<file path="src/shared/key_scan_port_cfg.svh">
// Constants of the key-scan port register block: offsets, bit positions,
// reset values and write masks. Included by the design only.
`ifndef KEY_SCAN_PORT_CFG_SVH
`define KEY_SCAN_PORT_CFG_SVH

// ****************************************
// Register offsets
// ****************************************
`define KSP_ADDR_W 3
`define KSP_OFF_SCAN 3'h0
`define KSP_OFF_INPUT 3'h1
`define KSP_OFF_CARRIER 3'h3
`define KSP_OFF_MODE 3'h4

// ****************************************
// Mode control fields
// ****************************************
`define KSP_MODE_SENSE_A_IN 0
`define KSP_MODE_SCAN_OUT 1
`define KSP_MODE_INDICATOR 2
`define KSP_MODE_SENSE_PD 4
`define KSP_MODE_ENTRY_PD 5
`define KSP_MODE_WMASK 8'h37
`define KSP_MODE_RESET 8'h26

// ****************************************
// Carrier and pointer control fields
// ****************************************
`define KSP_CAR_SEL_LO 0
`define KSP_CAR_SEL_HI 1
`define KSP_CAR_DISABLE 2
`define KSP_CAR_DIVIDE 3
`define KSP_CAR_PTR_LO 4
`define KSP_CAR_PTR_HI 5
`define KSP_CAR_WMASK 8'h3F
`define KSP_CAR_RESET 8'h03

// ****************************************
// Scan port and input register layout
// ****************************************
`define KSP_SCAN_RESET 8'hFF
`define KSP_IN_FIXED_ONES 2'h3
`define KSP_IN_SENSE_A 2
`define KSP_IN_INDICATOR 3
`define KSP_IN_ENTRY_LO 4
`define KSP_INDICATOR_RESET 1'h1

`endif

</file>
<file path="src/shared/key_scan_port_pkg.sv">
// Types shared by the key-scan port register block and its bench.
// Assumes key_scan_port_cfg.svh is on the include path.
package key_scan_port_pkg;

  // ****************************************
  // Register access request
  // ****************************************
  typedef struct packed {
    logic [2:0] addr;
    logic [7:0] wdata;
    logic wr;
    logic rd;
  } reg_req_t;

  // ****************************************
  // Key-scan pin drive
  // ****************************************
  typedef struct packed {
    logic [7:0] level;
    logic [7:0] enable;
  } scan_drive_t;

  // ****************************************
  // Carrier and pointer settings
  // ****************************************
  typedef struct packed {
    logic [1:0] carrier_select;
    logic carrier_disable;
    logic timer_divide_select;
    logic [1:0] table_pointer_hi;
  } carrier_cfg_t;

endpackage

</file>
<file path="src/hdl/key_scan_port_registers.sv">
// Port registers of a small key-scan controller: scan port, key entry,
// two sense pins and two control registers.
// Assumes a register port on core_clk and pins from outside that domain.
//
// Contract
// - Scan port eight bits, bit0 lowest pin
// - Mode bit 1 sets whole scan direction
// - Scan read: pins in input, latch output
// - Scan write always loads the latch
// - Reset: scan output mode, latch all ones
// - Scan pull-downs only in input mode
// - Key entry four read-only bits 4-7
// - Mode bit 5 enables entry pull-downs
// - Entry pull-downs enabled after reset
// - Input register low bits read one
// - Writes to read-only input bits ignored
// - Sense A at bit 2, mode bit 0
// - Sense A off: hi-Z, gated, reads one
// - Reset puts sense A off
// - Mode bit 4 sense pull-downs, input only
// - Indicator bit reads pin in both modes
// - Mode register bit encodings as documented
// - Mode register resets to 0010 0110
// - Reset: indicator pin outputs high
`timescale 1ns/100ps
`include "key_scan_port_cfg.svh"

module key_scan_port_registers (
  input wire logic core_clk,
  input wire logic reset_n,
  input wire key_scan_port_pkg::reg_req_t reg_req,
  output logic [7:0] reg_rdata,
  input wire logic [7:0] key_scan_io_in,
  output key_scan_port_pkg::scan_drive_t key_scan_io_drive,
  output logic key_scan_pulldown_en,
  input wire logic [3:0] key_entry_input,
  output logic key_entry_pulldown_en,
  input wire logic sense_pin_a,
  output logic sense_a_input_en,
  output logic sense_a_pulldown_en,
  input wire logic sense_indicator_pin_in,
  output logic sense_indicator_pin_out,
  output logic sense_indicator_pin_oe,
  output logic sense_indicator_pulldown_en,
  input wire logic indicator_level,
  output key_scan_port_pkg::carrier_cfg_t carrier_cfg
);
  import key_scan_port_pkg::*;

  // ****************************************
  // Pin synchronisers
  // ****************************************
  localparam int PIN_N = 14;

  logic [PIN_N-1:0] pin_raw;
  logic [PIN_N-1:0] pin_meta_q;
  logic [PIN_N-1:0] pin_sync_q;

  assign pin_raw = {sense_indicator_pin_in, sense_pin_a, key_entry_input, key_scan_io_in};

  genvar gi;
  generate
    for (gi = 0; gi < PIN_N; gi++) begin : g_sync
      // First stage feeds only the second
      always_ff @(posedge core_clk or negedge reset_n) begin
        if (!reset_n) begin
          pin_meta_q[gi] <= 1'h0;
          pin_sync_q[gi] <= 1'h0;
        end else begin
          pin_meta_q[gi] <= pin_raw[gi];
          pin_sync_q[gi] <= pin_meta_q[gi];
        end
      end
    end
  endgenerate

  logic [7:0] scan_pins;
  logic [3:0] entry_pins;
  logic sense_a_sync;
  logic indicator_sync;

  assign scan_pins = pin_sync_q[7:0];
  assign entry_pins = pin_sync_q[11:8];
  assign sense_a_sync = pin_sync_q[12];
  assign indicator_sync = pin_sync_q[13];

  // ****************************************
  // Write decode
  // ****************************************
  logic wr_scan;
  logic wr_carrier;
  logic wr_mode;

  assign wr_scan = reg_req.wr && (reg_req.addr == `KSP_OFF_SCAN);
  assign wr_carrier = reg_req.wr && (reg_req.addr == `KSP_OFF_CARRIER);
  assign wr_mode = reg_req.wr && (reg_req.addr == `KSP_OFF_MODE);
  // Input register has no write path at all

  // ****************************************
  // Scan output latch
  // ****************************************
  logic [7:0] scan_latch_q;

  always_ff @(posedge core_clk or negedge reset_n) begin
    if (!reset_n) begin
      scan_latch_q <= `KSP_SCAN_RESET;
    end else if (wr_scan) begin
      scan_latch_q <= reg_req.wdata;
    end
  end

  // ****************************************
  // Mode control register
  // ****************************************
  logic [7:0] mode_q;

  always_ff @(posedge core_clk or negedge reset_n) begin
    if (!reset_n) begin
      mode_q <= `KSP_MODE_RESET;
    end else if (wr_mode) begin
      mode_q <= reg_req.wdata & `KSP_MODE_WMASK;
    end
  end

  logic scan_out_mode;
  logic sense_a_in_mode;
  logic indicator_mode;

  assign scan_out_mode = mode_q[`KSP_MODE_SCAN_OUT];
  assign sense_a_in_mode = mode_q[`KSP_MODE_SENSE_A_IN];
  assign indicator_mode = mode_q[`KSP_MODE_INDICATOR];

  // ****************************************
  // Carrier and pointer control register
  // ****************************************
  logic [7:0] carrier_q;

  always_ff @(posedge core_clk or negedge reset_n) begin
    if (!reset_n) begin
      carrier_q <= `KSP_CAR_RESET;
    end else if (wr_carrier) begin
      carrier_q <= reg_req.wdata & `KSP_CAR_WMASK;
    end
  end

  assign carrier_cfg.carrier_select = {carrier_q[`KSP_CAR_SEL_HI], carrier_q[`KSP_CAR_SEL_LO]};
  assign carrier_cfg.carrier_disable = carrier_q[`KSP_CAR_DISABLE];
  assign carrier_cfg.timer_divide_select = carrier_q[`KSP_CAR_DIVIDE];
  assign carrier_cfg.table_pointer_hi = {carrier_q[`KSP_CAR_PTR_HI], carrier_q[`KSP_CAR_PTR_LO]};

  // ****************************************
  // Pin drives and pull-downs
  // ****************************************
  assign key_scan_io_drive.level = scan_latch_q;
  assign key_scan_io_drive.enable = {8{scan_out_mode}};
  assign key_scan_pulldown_en = !scan_out_mode;
  assign key_entry_pulldown_en = mode_q[`KSP_MODE_ENTRY_PD];
  // Off mode also gates the input buffer so no through current flows
  assign sense_a_input_en = sense_a_in_mode;
  assign sense_a_pulldown_en = sense_a_in_mode && mode_q[`KSP_MODE_SENSE_PD];
  assign sense_indicator_pulldown_en = !indicator_mode && mode_q[`KSP_MODE_SENSE_PD];

  // Indicator level comes from the timer; registered to keep the pin glitch-free
  logic indicator_out_q;

  always_ff @(posedge core_clk or negedge reset_n) begin
    if (!reset_n) begin
      indicator_out_q <= `KSP_INDICATOR_RESET;
    end else begin
      indicator_out_q <= indicator_level;
    end
  end

  assign sense_indicator_pin_out = indicator_out_q;
  assign sense_indicator_pin_oe = indicator_mode;

  // ****************************************
  // Read path
  // ****************************************
  logic [7:0] input_reg_view;
  logic [7:0] read_mux;

  always_comb begin
    input_reg_view = 8'h00;
    input_reg_view[1:0] = `KSP_IN_FIXED_ONES;
    input_reg_view[`KSP_IN_SENSE_A] = sense_a_in_mode ? sense_a_sync : 1'h1;
    input_reg_view[`KSP_IN_INDICATOR] = indicator_sync;
    input_reg_view[7:`KSP_IN_ENTRY_LO] = entry_pins;
  end

  always_comb begin
    case (reg_req.addr)
      `KSP_OFF_SCAN: read_mux = scan_out_mode ? scan_latch_q : scan_pins;
      `KSP_OFF_INPUT: read_mux = input_reg_view;
      `KSP_OFF_CARRIER: read_mux = carrier_q;
      `KSP_OFF_MODE: read_mux = mode_q;
      default: read_mux = 8'h00;
    endcase
  end

  // Data stand only in the cycle after the strobe
  always_ff @(posedge core_clk or negedge reset_n) begin
    if (!reset_n) begin
      reg_rdata <= 8'h00;
    end else if (reg_req.rd) begin
      reg_rdata <= read_mux;
    end else begin
      reg_rdata <= 8'h00;
    end
  end

endmodule // key_scan_port_registers

</file>
<file path="config.mk">
export PLATFORM = sky130hd
export DESIGN_NAME = key_scan_port_registers
export DESIGN_NICKNAME = d
export VERILOG_FILES = /design/src/shared/key_scan_port_pkg.sv /design/src/hdl/key_scan_port_registers.sv
export VERILOG_INCLUDE_DIRS = /design/src /design/src/shared
export SDC_FILE = /design/constraint.sdc
export NUM_CORES = 1
export LEC_CHECK = 0
export ABC_AREA = 1
export BUFFER_PORTS_ARGS = -buffer_cell sky130_fd_sc_hd__buf_4
export CORE_MARGIN = 2
export CORE_UTILIZATION = 50
export CTS_BUF_LIST = sky130_fd_sc_hd__clkbuf_4 sky130_fd_sc_hd__clkbuf_8 sky130_fd_sc_hd__clkbuf_16
export DETAILED_ROUTE_END_ITERATION = 12
export HOLD_SLACK_MARGIN = 0.06
export PLACE_DENSITY = 0.78
export RECOVER_POWER = 100
export SYNTH_ARGS = -nofsm -noshare
export SYNTH_HDL_FRONTEND = slang
export SYNTH_SLANG_ARGS = --single-unit
</file>
<file path="constraint.sdc">
create_clock -name core_clk -period 2 [get_ports core_clk]
set_input_delay 0.1 -clock core_clk [delete_from_list [all_inputs] [get_ports core_clk]]
set_output_delay 0.1 -clock core_clk [all_outputs]
set_load 0.005 [all_outputs]
</file>
==> results.md, run 1 <==
- Share of cells above drive strength 1: 30.7%
- Synth Flop Type: dfrtp_1
- FF-to-FF setup slack: 0.39 ns
- Number of flops mapped to enable cells by yosys: 0
- GRT met2 Usage: 31.9%
- CTS Sinks: 56
- Slew headroom: 13.7%
- Crit path max fanout: 19
- Reg2reg end: reg_rdata[1]$_DFF_PN0_
- Final count of negative-setup-slack endpoints: 0
- Design area: 2960 um^2
- CP cell instances: clkinv_1 > clkbuf_4
- Fin. Hold Viols: 0
- RSZ-0062 raised after global routing: no
- Hold WC Path Type: input port to register
- Worst setup EP type: primary output
- Number of fillers in the final layout: 346
- DRC errors left: 0
- Synthesized Nets: 240
- Worst reg2reg startpoint: mode_q[1]$_DFFE_PN1P_
- Power per Cell Area: 907 nW/um^2
- Total GRT Usage: 19.2%
- Final nets: 322
- CTS root buffer: clkbuf_8
- Sw Share: 24.9%
- Crit path to: key_scan_pulldown_en
- Levels on crit path: 2
- Initial DRC count: 107
- Mux share of post-synthesis cell area: 0%
- Final Max Tran Viols: 0
- Net Switching: 0.669 mW
- Worst Path Arrival: 1.57 ns
- Placed cell area: 2650 um^2
- Drt pass-1 iters: 4
- Top cell type's share of synthesized area: 48.0%
- Post-synth top area cell: dfrtp_1
- Initial Utilization: 51.0%
- Post-synthesis xor/xnor area fraction: 0%
- CTS tree: built
- Critical Path RT: 1.90 ns
- Commonest cells in the netlist: 71 x nand2_1, 42 x dfrtp_1, 15 x inv_1
- Syn Area/Cell: 10.4 um^2
- Largest family of logic cells by synthesized area: simple AND/OR/NAND/NOR gates
- Flop pwr share: 50.6%
- Post-layout util: 69.0%
- Post-Route WL: 4390 um
- Post-DP HPWL: 3100 um
- Later-pin clock latency in the skew report: 0.31 ns
- Worst Skew: 0.00636 ns
- CP delay by family, top: flip-flops
- CTS Hold Bufs: 21
- Synthesized-area fraction occupied by adder cells: 0%
- Tmin final: 1.67 ns
- Top cells by area in the synthesized netlist: dfrtp_1 48%, dfstp_2 17%, nand2_1 12%, o21ai_2 4.8%, buf_4 2.7%
- Asr flop ratio synth: 100%
- Grt met3 use: 4.91%
- Status: completed
- Row cnt: 24
- DR vias/cell: 4.69
- Vias: 1,619
- VDD IR max: 0.000572 V
- Clk pwr share: 32.1%
- Critical path startpoint category: register
- Postcts setup bufs: 0
- Reg clk slew, reported paths: 0.10 ns
- Port Buffers: 66
- Cells after Synth: 210
- Top-count cell post-synth: nand2_1
- Type of the worst setup path: register to primary output
- Worst path max stage delay: 0.74 ns
- # Max-Cap Violations: 0
- Slowest cell on crit path: dfstp_2
- Compound-cell area share of the yosys netlist: 7.31%
- Area Overhead vs Synth: 35.4%
- Remaining antenna violation count: 0
- Post-CTS Resized: 0
- Achievable Freq: 599 MHz
- Int Power: 2.02 mW
- Clock Tree Buf Depth: 2
- Final worst-path cycle share: 83.5%
- # IOs: 67
- Routed length per instance: 12.7 um
- Number of global-route vias before repair: 1,566
- R2R cell count: 7
- Core ar.: 4290 um^2
- LEAKAGE: 1.49 nW
- Antenna violations before repair: 0
- # diodes: 0
- Register area share after synthesis: 64.8%
- Largest net degree at the start of global routing: 57
- Synth Cell Area: 2190 um^2
- Num CTS Buffers: 5
- WP buf/inv: 2
- Die Wd: 70.2 um
- Overflow after GRT: 0
- Slew @ Worst Pin: 1.30 ns
- Synth Area in Simple Gates: 20.3%
- Gpl congestion: 0.958
- Fin Setup TNS: 0 ns
- Cell variety after synth: 20
- GR peak layer: met2
- DIE HEIGHT: 70.2 um
- First-pass GRT wire length: 7280 um
- Yosys reg bits: 56
- Crit. Startpoint: mode_q[1]$_DFFE_PN1P_
- CTS H-tree lvls: 2
- Grt met1 use: 25.8%
- Die area: 4920 um^2
- Synth warnings: 0
- Combinational Power Share: 17.3%
[cells by family (layout without fill, tap and decap cells)]
kind of cell,Yosys count,count (layout)
simple gates,101,101
compound gates,23,23
buf+inv,30,113
flops,56,56
[metrics by stage]
stage	total power, mW	hold slack (ns)	worst slack [ns]	instances
after detailed placement	1.86	0.184	0.405	316
after global routing	2.81	0.100	0.232	345
after global placement	1.85	0.171	0.462	316
after floorplan	1.61	-0.196	0.755	210
final	2.69	0.0960	0.330	345
after CTS	2.75	0.0903	0.322	345
[metal layers]
layer  up-vias  share of wire [%]  routed length [um]
li1        802                  -                   -
met1       760                 44                1920
met2        53                 50                2210
met3         4                5.1                 226
met4         0               0.64                  28
met5         -                  0                   0
[worst min path at each step]
stage / start / end / cells after the start
6_report: reg_req[3] / scan_latch_q[1]$_DFFE_PN1P_ / 3
3_3_place_gp: reset_n / carrier_q[2]$_DFFE_PN0P_ / 1
4_1_cts: reg_req[3] / scan_latch_q[1]$_DFFE_PN1P_ / 3
5_1_grt: reg_req[3] / scan_latch_q[1]$_DFFE_PN1P_ / 3
2_1_floorplan: reset_n / carrier_q[2]$_DFFE_PN0P_ / 0
3_5_place_dp: reset_n / carrier_q[2]$_DFFE_PN0P_ / 1
[worst min-delay path, cell delays in order]
cell,delay (ns)
buf_4,0.11
inv_1,0.12
o21ai_2,0.08
[power by group through the flow]
stage               Clock [mW]  Sequential [mW]  Combinational [mW]
floorplan                    0             1.37               0.232
global placement             0             1.40               0.448
detailed placement           0             1.40               0.462
CTS                      0.875             1.38               0.493
global route             0.914             1.38               0.518
finish                   0.862             1.36               0.464
[state kept, by name, indices dropped and copies added (netlist names)]
name                     cells
pin_meta_q                  14
pin_sync_q                   8
reg_rdata                    8
scan_latch_q                 8
carrier_q                    6
mode_q                       5
entry_pins                   4
indicator_sync               1
sense_a_sync                 1
sense_indicator_pin_out      1
[layout make-up]
class / count / area, um^2 / share of cell area [%]
Tap cell: 52 / 65.1 / 2.20
Timing Repair Buffer: 87 / 688 / 23.2
Clock buffer: 5 / 68.8 / 2.32
Clock inverter: 3 / 68.8 / 2.32
Multi-Input combinational cell: 124 / 587 / 19.8
Sequential cell: 56 / 1420 / 47.9
Inverter: 18 / 67.6 / 2.28
[cells in the final DEF, fill, tap and decap left out, types with 2 or more instances in the layout]
cell	n
clkbuf_1	4
o21ai_2	12
inv_1	16
nand2_1	73
dlygate4sd3_1	21
a21oi_1	3
o21ai_0	8
dfstp_1	12
dfrtp_1	42
clkbuf_8	5
clkbuf_4	46
nor2_1	14
bufinv_16	2
dfstp_2	2
buf_4	15
nand3_1	9
Power figures use the tool's default switching activity.
==> run 2: changes to the inputs <==
- CORE_UTILIZATION: 50 -> 45
- PLACE_DENSITY: 0.78 -> 0.74
- clock period: 2 -> 1.3 ns (I/O delays scaled with it)
==> results.md, run 2 (synthesized netlist as in run 1, its figures left out) <==
- CTS H-tree lvls: 2 (unchanged)
- Later-pin clock latency in the skew report: 0.31 ns (about the same)
- Multi-input logic area: 604 um^2 (was 587 um^2)
- Post-DP HPWL: 3290 um (was 3100 um)
- Critical Path RT: 1.24 ns (was 1.90 ns)
- Hold WC Path Type: input port to register (unchanged)
- CP cell instances: buf_12 > buf_4 (was clkinv_1 > clkbuf_4)
- Worst Path Arrival: 1.16 ns (was 1.57 ns)
- Post-Layout Cell Count: 353 (was 345)
- Crit. Startpoint: mode_q[1]$_DFFE_PN1P_ (unchanged)
- Routed length per instance: 12.9 um (was 12.7 um)
- Crit path max fanout: 18 (was 19)
- Core ar.: 4690 um^2 (was 4290 um^2)
- Clock Tree Buf Depth: 2 (unchanged)
- Sw Share: 25.7% (was 24.9%)
- Initial Utilization: 46.7% (was 51.0%)
- RSZ-0062 raised after global routing: yes (was no)
- Achievable Freq: 816 MHz
- Slew headroom: 47.9% (was 13.7%)
- Combinational Power Share: 20.3% (was 17.3%)
- Number of fillers in the final layout: 371 (was 346)
- Most frequent cells in the layout: 71 x nand2_1, 42 x dfrtp_1, 39 x buf_4 (was 73 x nand2_1, 46 x clkbuf_4, 42 x dfrtp_1)
- # IOs: 67 (unchanged)
- Port Buffers: 66 (unchanged)
- Post-Route WL: 4570 um (was 4390 um)
- Overflow after GRT: 0 (unchanged)
- Row cnt: 25 (was 24)
- First-pass GRT wire length: 7490 um (was 7280 um)
- DR vias/cell: 4.75 (was 4.69)
- Tmin final: 1.23 ns
- CTS tree: built (unchanged)
- Final count of negative-setup-slack endpoints: 0 (unchanged)
- Drt pass-1 iters: 4 (unchanged)
- Final Max Tran Viols: 0 (unchanged)
- Register area: 1420 um^2 (unchanged)
- Final worst-path cycle share: 94.3%
- Initial DRC count: 124 (was 107)
- # Max-Cap Violations: 0 (unchanged)
- Fin. Hold Viols: 0 (unchanged)
- Int Power: 2.97 mW (was 2.02 mW)
- Num CTS Buffers: 5 (unchanged)
- Status: completed (unchanged)
- Worst Skew: 0.00842 ns (was 0.00636 ns)
- Biggest register: pin_meta_q (unchanged)
- Final nets: 328 (was 322)
- Area Overhead vs Synth: 39.3% (was 35.4%)
- Hold Slack: 0.0728 ns (was 0.0960 ns)
- Reg clk slew, reported paths: 0.09 ns (was 0.10 ns)
- Commonest non-fill, non-tap cell in the layout: nand2_1 (unchanged)
- Vias: 1,675 (was 1,619)
- Worst setup EP type: primary output (unchanged)
- Die area: 5440 um^2 (was 4920 um^2)
- CTS Sinks: 56 (unchanged)
- Type of the worst setup path: register to primary output (unchanged)
- CTS root buffer: clkbuf_8 (unchanged)
- # diodes: 0 (unchanged)
- Clk pwr share: 27.4% (was 32.1%)
- Worst path max stage delay: 0.59 ns (was 0.74 ns)
- Flip-flop count of the largest register after layout: 14 (unchanged)
- Number of global-route vias before repair: 1,659 (was 1,566)
- Antenna violations before repair: 0 (unchanged)
- Remaining antenna violation count: 0 (unchanged)
- Slew @ Worst Pin: 0.782 ns (was 1.30 ns)
- Slowest cell on crit path: dfstp_2 (unchanged)
- Placed cells: 321 (was 316)
- VDD IR max: 0.000927 V (was 0.000572 V)
- R2R cell count: 7 (unchanged)
- Flop pwr share: 52.3% (was 50.6%)
- LEAKAGE: 1.54 nW (was 1.49 nW)
- HP Start: reg_req[7] (was reg_req[3])
- Die Wd: 73.8 um (was 70.2 um)
- Largest net degree at the start of global routing: 32 (was 57)
- Hold Path Stages: 3 (unchanged)
- Critical path startpoint category: register (unchanged)
- DIE HEIGHT: 73.8 um (was 70.2 um)
- Total GRT Usage: 18.5% (was 19.2%)
- Share of cells above drive strength 1: 35.5% (was 30.7%)
- Worst reg2reg startpoint: mode_q[1]$_DFFE_PN1P_ (unchanged)
- Power per Cell Area: 1310 nW/um^2 (was 907 nW/um^2)
- DRC errors left: 0 (unchanged)
- Gpl congestion: 0.793 (was 0.958)
- Net Switching: 1.03 mW (was 0.669 mW)
[run 2: changes by cell type in the layout (fill, tap and decap cells not counted), sizes merged]
cell and delta:
bufinv -1, buf +26, clkbuf -23, clkinvlp +1, dlygate4sd3 +3
[run 2: power by group through the flow]
stage / sequential [mW] / combinational (mW) / clock (mW)
4_1_cts: 2.10 / 0.820 / 1.12
3_5_place_dp: 2.13 / 0.763 / 0
3_3_place_gp: 2.13 / 0.743 / 0
2_1_floorplan: 2.11 / 0.356 / 0
6_report: 2.09 / 0.814 / 1.10
5_1_grt: 2.11 / 0.914 / 1.19
[run 2: timing repair]
| item | in CTS | in global routing |
|---|---|---|
| setup endpoints to repair | 1 | 12 |
| cloned | 0 | 0 |
| gates resized for setup | 1 | 4 |
| setup buffers | 0 | 1 |
| hold buffers | 24 | 0 |
| endpoints found under the hold margin | 71 | 0 |
[run 2: final timing paths]
path	end	slack, ns
max	key_scan_io_drive[7]	0.07
min	carrier_q[5]$_DFFE_PN0P_	0.07
max reg2reg	reg_rdata[4]$_DFF_PN0_	0.12
min reg2reg	sense_a_sync$_DFF_PN0_	0.35
max in group asynchronous	mode_q[1]$_DFFE_PN1P_	0.25
min in group asynchronous	pin_meta_q[3]$_DFF_PN0_	0.38
[run 2: metrics by stage]
step           utilization, %  setup TNS [ns]  setup WS [ns]  area [um^2]  power [mW]
2_1_floorplan               -               0         0.0551         2190        2.47
3_3_place_gp             57.3               0         0.0918         2690        2.87
3_5_place_dp             57.3               0         0.0653         2690        2.90
4_1_cts                  64.8        -0.00934       -0.00934         3040        4.04
5_1_grt                  65.0         -0.0210        -0.0193         3050        4.22
6_report                 65.0               0         0.0747         3050        4.00
[run 2: critical path: cells and delay by family (launching register included)]
kind,cells,cell delay [ns]
buffers and inverters,2,0.26
DFF,1,0.59
[run 2: layout make-up]
type | count | share of cell area, %
flip-flops and latches | 56 | 46.5
repair buffers | 93 | 25.5
multi-input cells | 124 | 19.8
inverters | 18 | 2.30
clock buffers | 5 | 2.26
well taps | 54 | 2.22
clock inverters | 3 | 1.40
[run 2: per-layer routing]
metal / up-vias / wire length, um / global-route usage, %
li1: 814 / - / -
met2: 44 / 2400 / 32.3
met4: 0 / 59 / 5.66
met1: 810 / 1920 / 22.3
met5: - / 0 / 0
met3: 7 / 194 / 4.80
==> run 3: changes to the inputs <==
- CORE_UTILIZATION: 45 -> 50
- PLACE_DENSITY: 0.74 -> 0.78
- RECOVER_POWER: 100 -> not set
- clock period: 1.3 -> 1.29 ns (I/O delays scaled with it)
==> results.md, run 3 (synthesized netlist as in run 1, its figures left out) <==
- # diodes: 0 (unchanged)
- Worst setup EP type: primary output (unchanged)
- Gpl congestion: 0.923 (was 0.793)
- Worst Path Arrival: 1.22 ns (was 1.16 ns)
- # Max-Cap Violations: 0 (unchanged)
- LEAKAGE: 1.55 nW (was 1.54 nW)
- Final Max Tran Viols: 0 (unchanged)
- Crit path max fanout: 9 (was 18)
- Post-Layout Cell Count: 352 (was 353)
- Net Switching: 1.04 mW (was 1.03 mW)
- Worst Skew: 0.00440 ns (was 0.00842 ns)
- DIE HEIGHT: 70.2 um (was 73.8 um)
- Die area: 4920 um^2 (was 5440 um^2)
- Reg2reg end: reg_rdata[0]$_DFF_PN0_ (was reg_rdata[4]$_DFF_PN0_)
- Later-pin clock latency in the skew report: 0.31 ns (about the same)
- Hold WC Path Type: input port to register (unchanged)
- R2R cell count: 7 (unchanged)
- Type of the worst setup path: register to primary output (unchanged)
- Initial DRC count: 100 (was 124)
- CTS Sinks: 56 (unchanged)
- Critical path startpoint category: register (unchanged)
- Overflow after GRT: 0 (unchanged)
- DRC errors left: 0 (unchanged)
- CTS root buffer: clkbuf_8 (unchanged)
- FF-to-FF setup slack: 0.08 ns (was 0.12 ns)
- Reg clk slew, reported paths: 0.09 ns (about the same)
- Die Wd: 70.2 um (was 73.8 um)
- Number of global-route vias before repair: 1,656 (was 1,659)
- CTS tree: built (unchanged)
- Remaining antenna violation count: 0 (unchanged)
- Tmin final: 1.28 ns
- Area Overhead vs Synth: 40.0% (was 39.3%)
- DR vias/cell: 4.80 (was 4.75)
- HP Start: reg_req[2] (was reg_req[7])
- Achievable Freq: 781 MHz
- Int Power: 3.03 mW (was 2.97 mW)
- Drt pass-1 iters: 4 (unchanged)
- Sw Share: 25.6% (was 25.7%)
- Vias: 1,688 (was 1,675)
- # IOs: 67 (unchanged)
- Clock Tree Buf Depth: 2 (unchanged)
- Slew headroom: 76.9% (was 47.9%)
- Routed length per instance: 13.0 um (was 12.9 um)
- Final nets: 329 (was 328)
- Port Buffers: 66 (unchanged)
- Core ar.: 4290 um^2 (was 4690 um^2)
- Combinational Power Share: 20.9% (was 20.3%)
- Flop pwr share: 52.0% (was 52.3%)
- Final count of negative-setup-slack endpoints: 0 (unchanged)
- Commonest non-fill, non-tap cell in the layout: nand2_1 (unchanged)
- Row cnt: 24 (was 25)
- Share of cells above drive strength 1: 38.7% (was 35.5%)
- Clk pwr share: 27.1% (was 27.4%)
- Placed cells: 319 (was 321)
- Final worst-path cycle share: 99.2%
- Flip-flop count of the largest register after layout: 14 (unchanged)
- Biggest register: pin_meta_q (unchanged)
- Num CTS Buffers: 5 (unchanged)
- VDD IR max: 0.00113 V (was 0.000927 V)
- Post-DP HPWL: 3200 um (was 3290 um)
- Initial Utilization: 51.0% (was 46.7%)
- Post-Route WL: 4580 um (was 4570 um)
- Hold Path Stages: 3 (unchanged)
- First-pass GRT wire length: 7710 um (was 7490 um)
- Largest net degree at the start of global routing: 33 (was 32)
- Total GRT Usage: 20.5% (was 18.5%)
- Power per Cell Area: 1330 nW/um^2 (was 1310 nW/um^2)
- Status: completed (unchanged)
- Hold path endpoint: carrier_q[0]$_DFFE_PN1P_ (was carrier_q[5]$_DFFE_PN0P_)
- Fin. Hold Viols: 0 (unchanged)
- RSZ-0062 raised after global routing: yes (unchanged)
- Slew @ Worst Pin: 0.347 ns (was 0.782 ns)
- Worst reg2reg startpoint: mode_q[1]$_DFFE_PN1P_ (unchanged)
- Tot Pwr: 4.07 mW (was 4.00 mW)
- Most frequent cells in the layout: 71 x nand2_1, 66 x buf_4, 42 x dfrtp_1 (was 71 x nand2_1, 42 x dfrtp_1, 39 x buf_4)
- CTS H-tree lvls: 2 (unchanged)
- Antenna violations before repair: 0 (unchanged)
- Critical Path RT: 1.23 ns (was 1.24 ns)
-- run 3: cell type report --
class | count | area, um^2
timing repair buffer | 94 | 793
clock buffer | 5 | 68.8
sequential | 56 | 1420
tap | 52 | 65.1
multi-input combinational | 124 | 604
clock inverter | 3 | 42.5
fill | 325 | 1230
inverter | 18 | 72.6
-- run 3: power by group through the flow --
| stage | Combinational [mW] | Clock, mW | Sequential [mW] |
|---|---|---|---|
| 6_report | 0.849 | 1.10 | 2.12 |
| 5_1_grt | 0.943 | 1.21 | 2.14 |
| 4_1_cts | 0.837 | 1.13 | 2.12 |
| 3_5_place_dp | 0.770 | 0 | 2.14 |
| 3_3_place_gp | 0.748 | 0 | 2.14 |
| 2_1_floorplan | 0.359 | 0 | 2.13 |
-- run 3: metal layers --
layer | GRT usage [%] | share of wire, % | up-vias | routed length [um]
li1 | - | - | 818 | -
met1 | 27.2 | 42 | 802 | 1940
met2 | 32.8 | 49 | 59 | 2260
met3 | 5.63 | 6.1 | 9 | 281
met4 | 7.05 | 2.2 | 0 | 100
met5 | 0 | 0 | - | 0
-- run 3: worst max-delay path by stage --
stage                                startpoint                     end  cells past startpoint
after floorplan           mode_q[1]$_DFFE_PN1P_  reg_rdata[2]$_DFF_PN0_                      7
after global placement    mode_q[1]$_DFFE_PN1P_  reg_rdata[1]$_DFF_PN0_                      7
after detailed placement  mode_q[1]$_DFFE_PN1P_  reg_rdata[1]$_DFF_PN0_                      7
after CTS                 mode_q[1]$_DFFE_PN1P_    key_scan_pulldown_en                      3
after global routing      mode_q[1]$_DFFE_PN1P_  reg_rdata[0]$_DFF_PN0_                      7
final                     mode_q[1]$_DFFE_PN1P_    key_scan_pulldown_en                      3
-- run 3: metrics by stage --
step	hold slack, ns	cell area [um^2]	setup TNS (ns)	setup slack [ns]	utilization, %
2_1_floorplan	-0.231	2190	0	0.0451	-
6_report	0.0657	3070	0	0.0103	71.4
4_1_cts	0.0615	3050	0	0.00512	71.0
3_3_place_gp	-0.00710	2690	0	0.0515	62.6
3_5_place_dp	-0.00448	2690	0	0.00923	62.6
5_1_grt	0.0687	3070	-0.0841	-0.0287	71.4
-- run 3: worst max-delay path, stage by stage (launching register included) --
cell	delay (ns)
dfstp_2	0.59
clkinv_4	0.10
buf_6	0.13
buf_6	0.10
-- run 3: repair_timing --
item,4_1_cts,5_1_grt
hold buffers,24,0
setup buffers,0,1
hold endpoints to repair,68,0
endpoints found under the setup margin,2,10
resized for setup,4,2
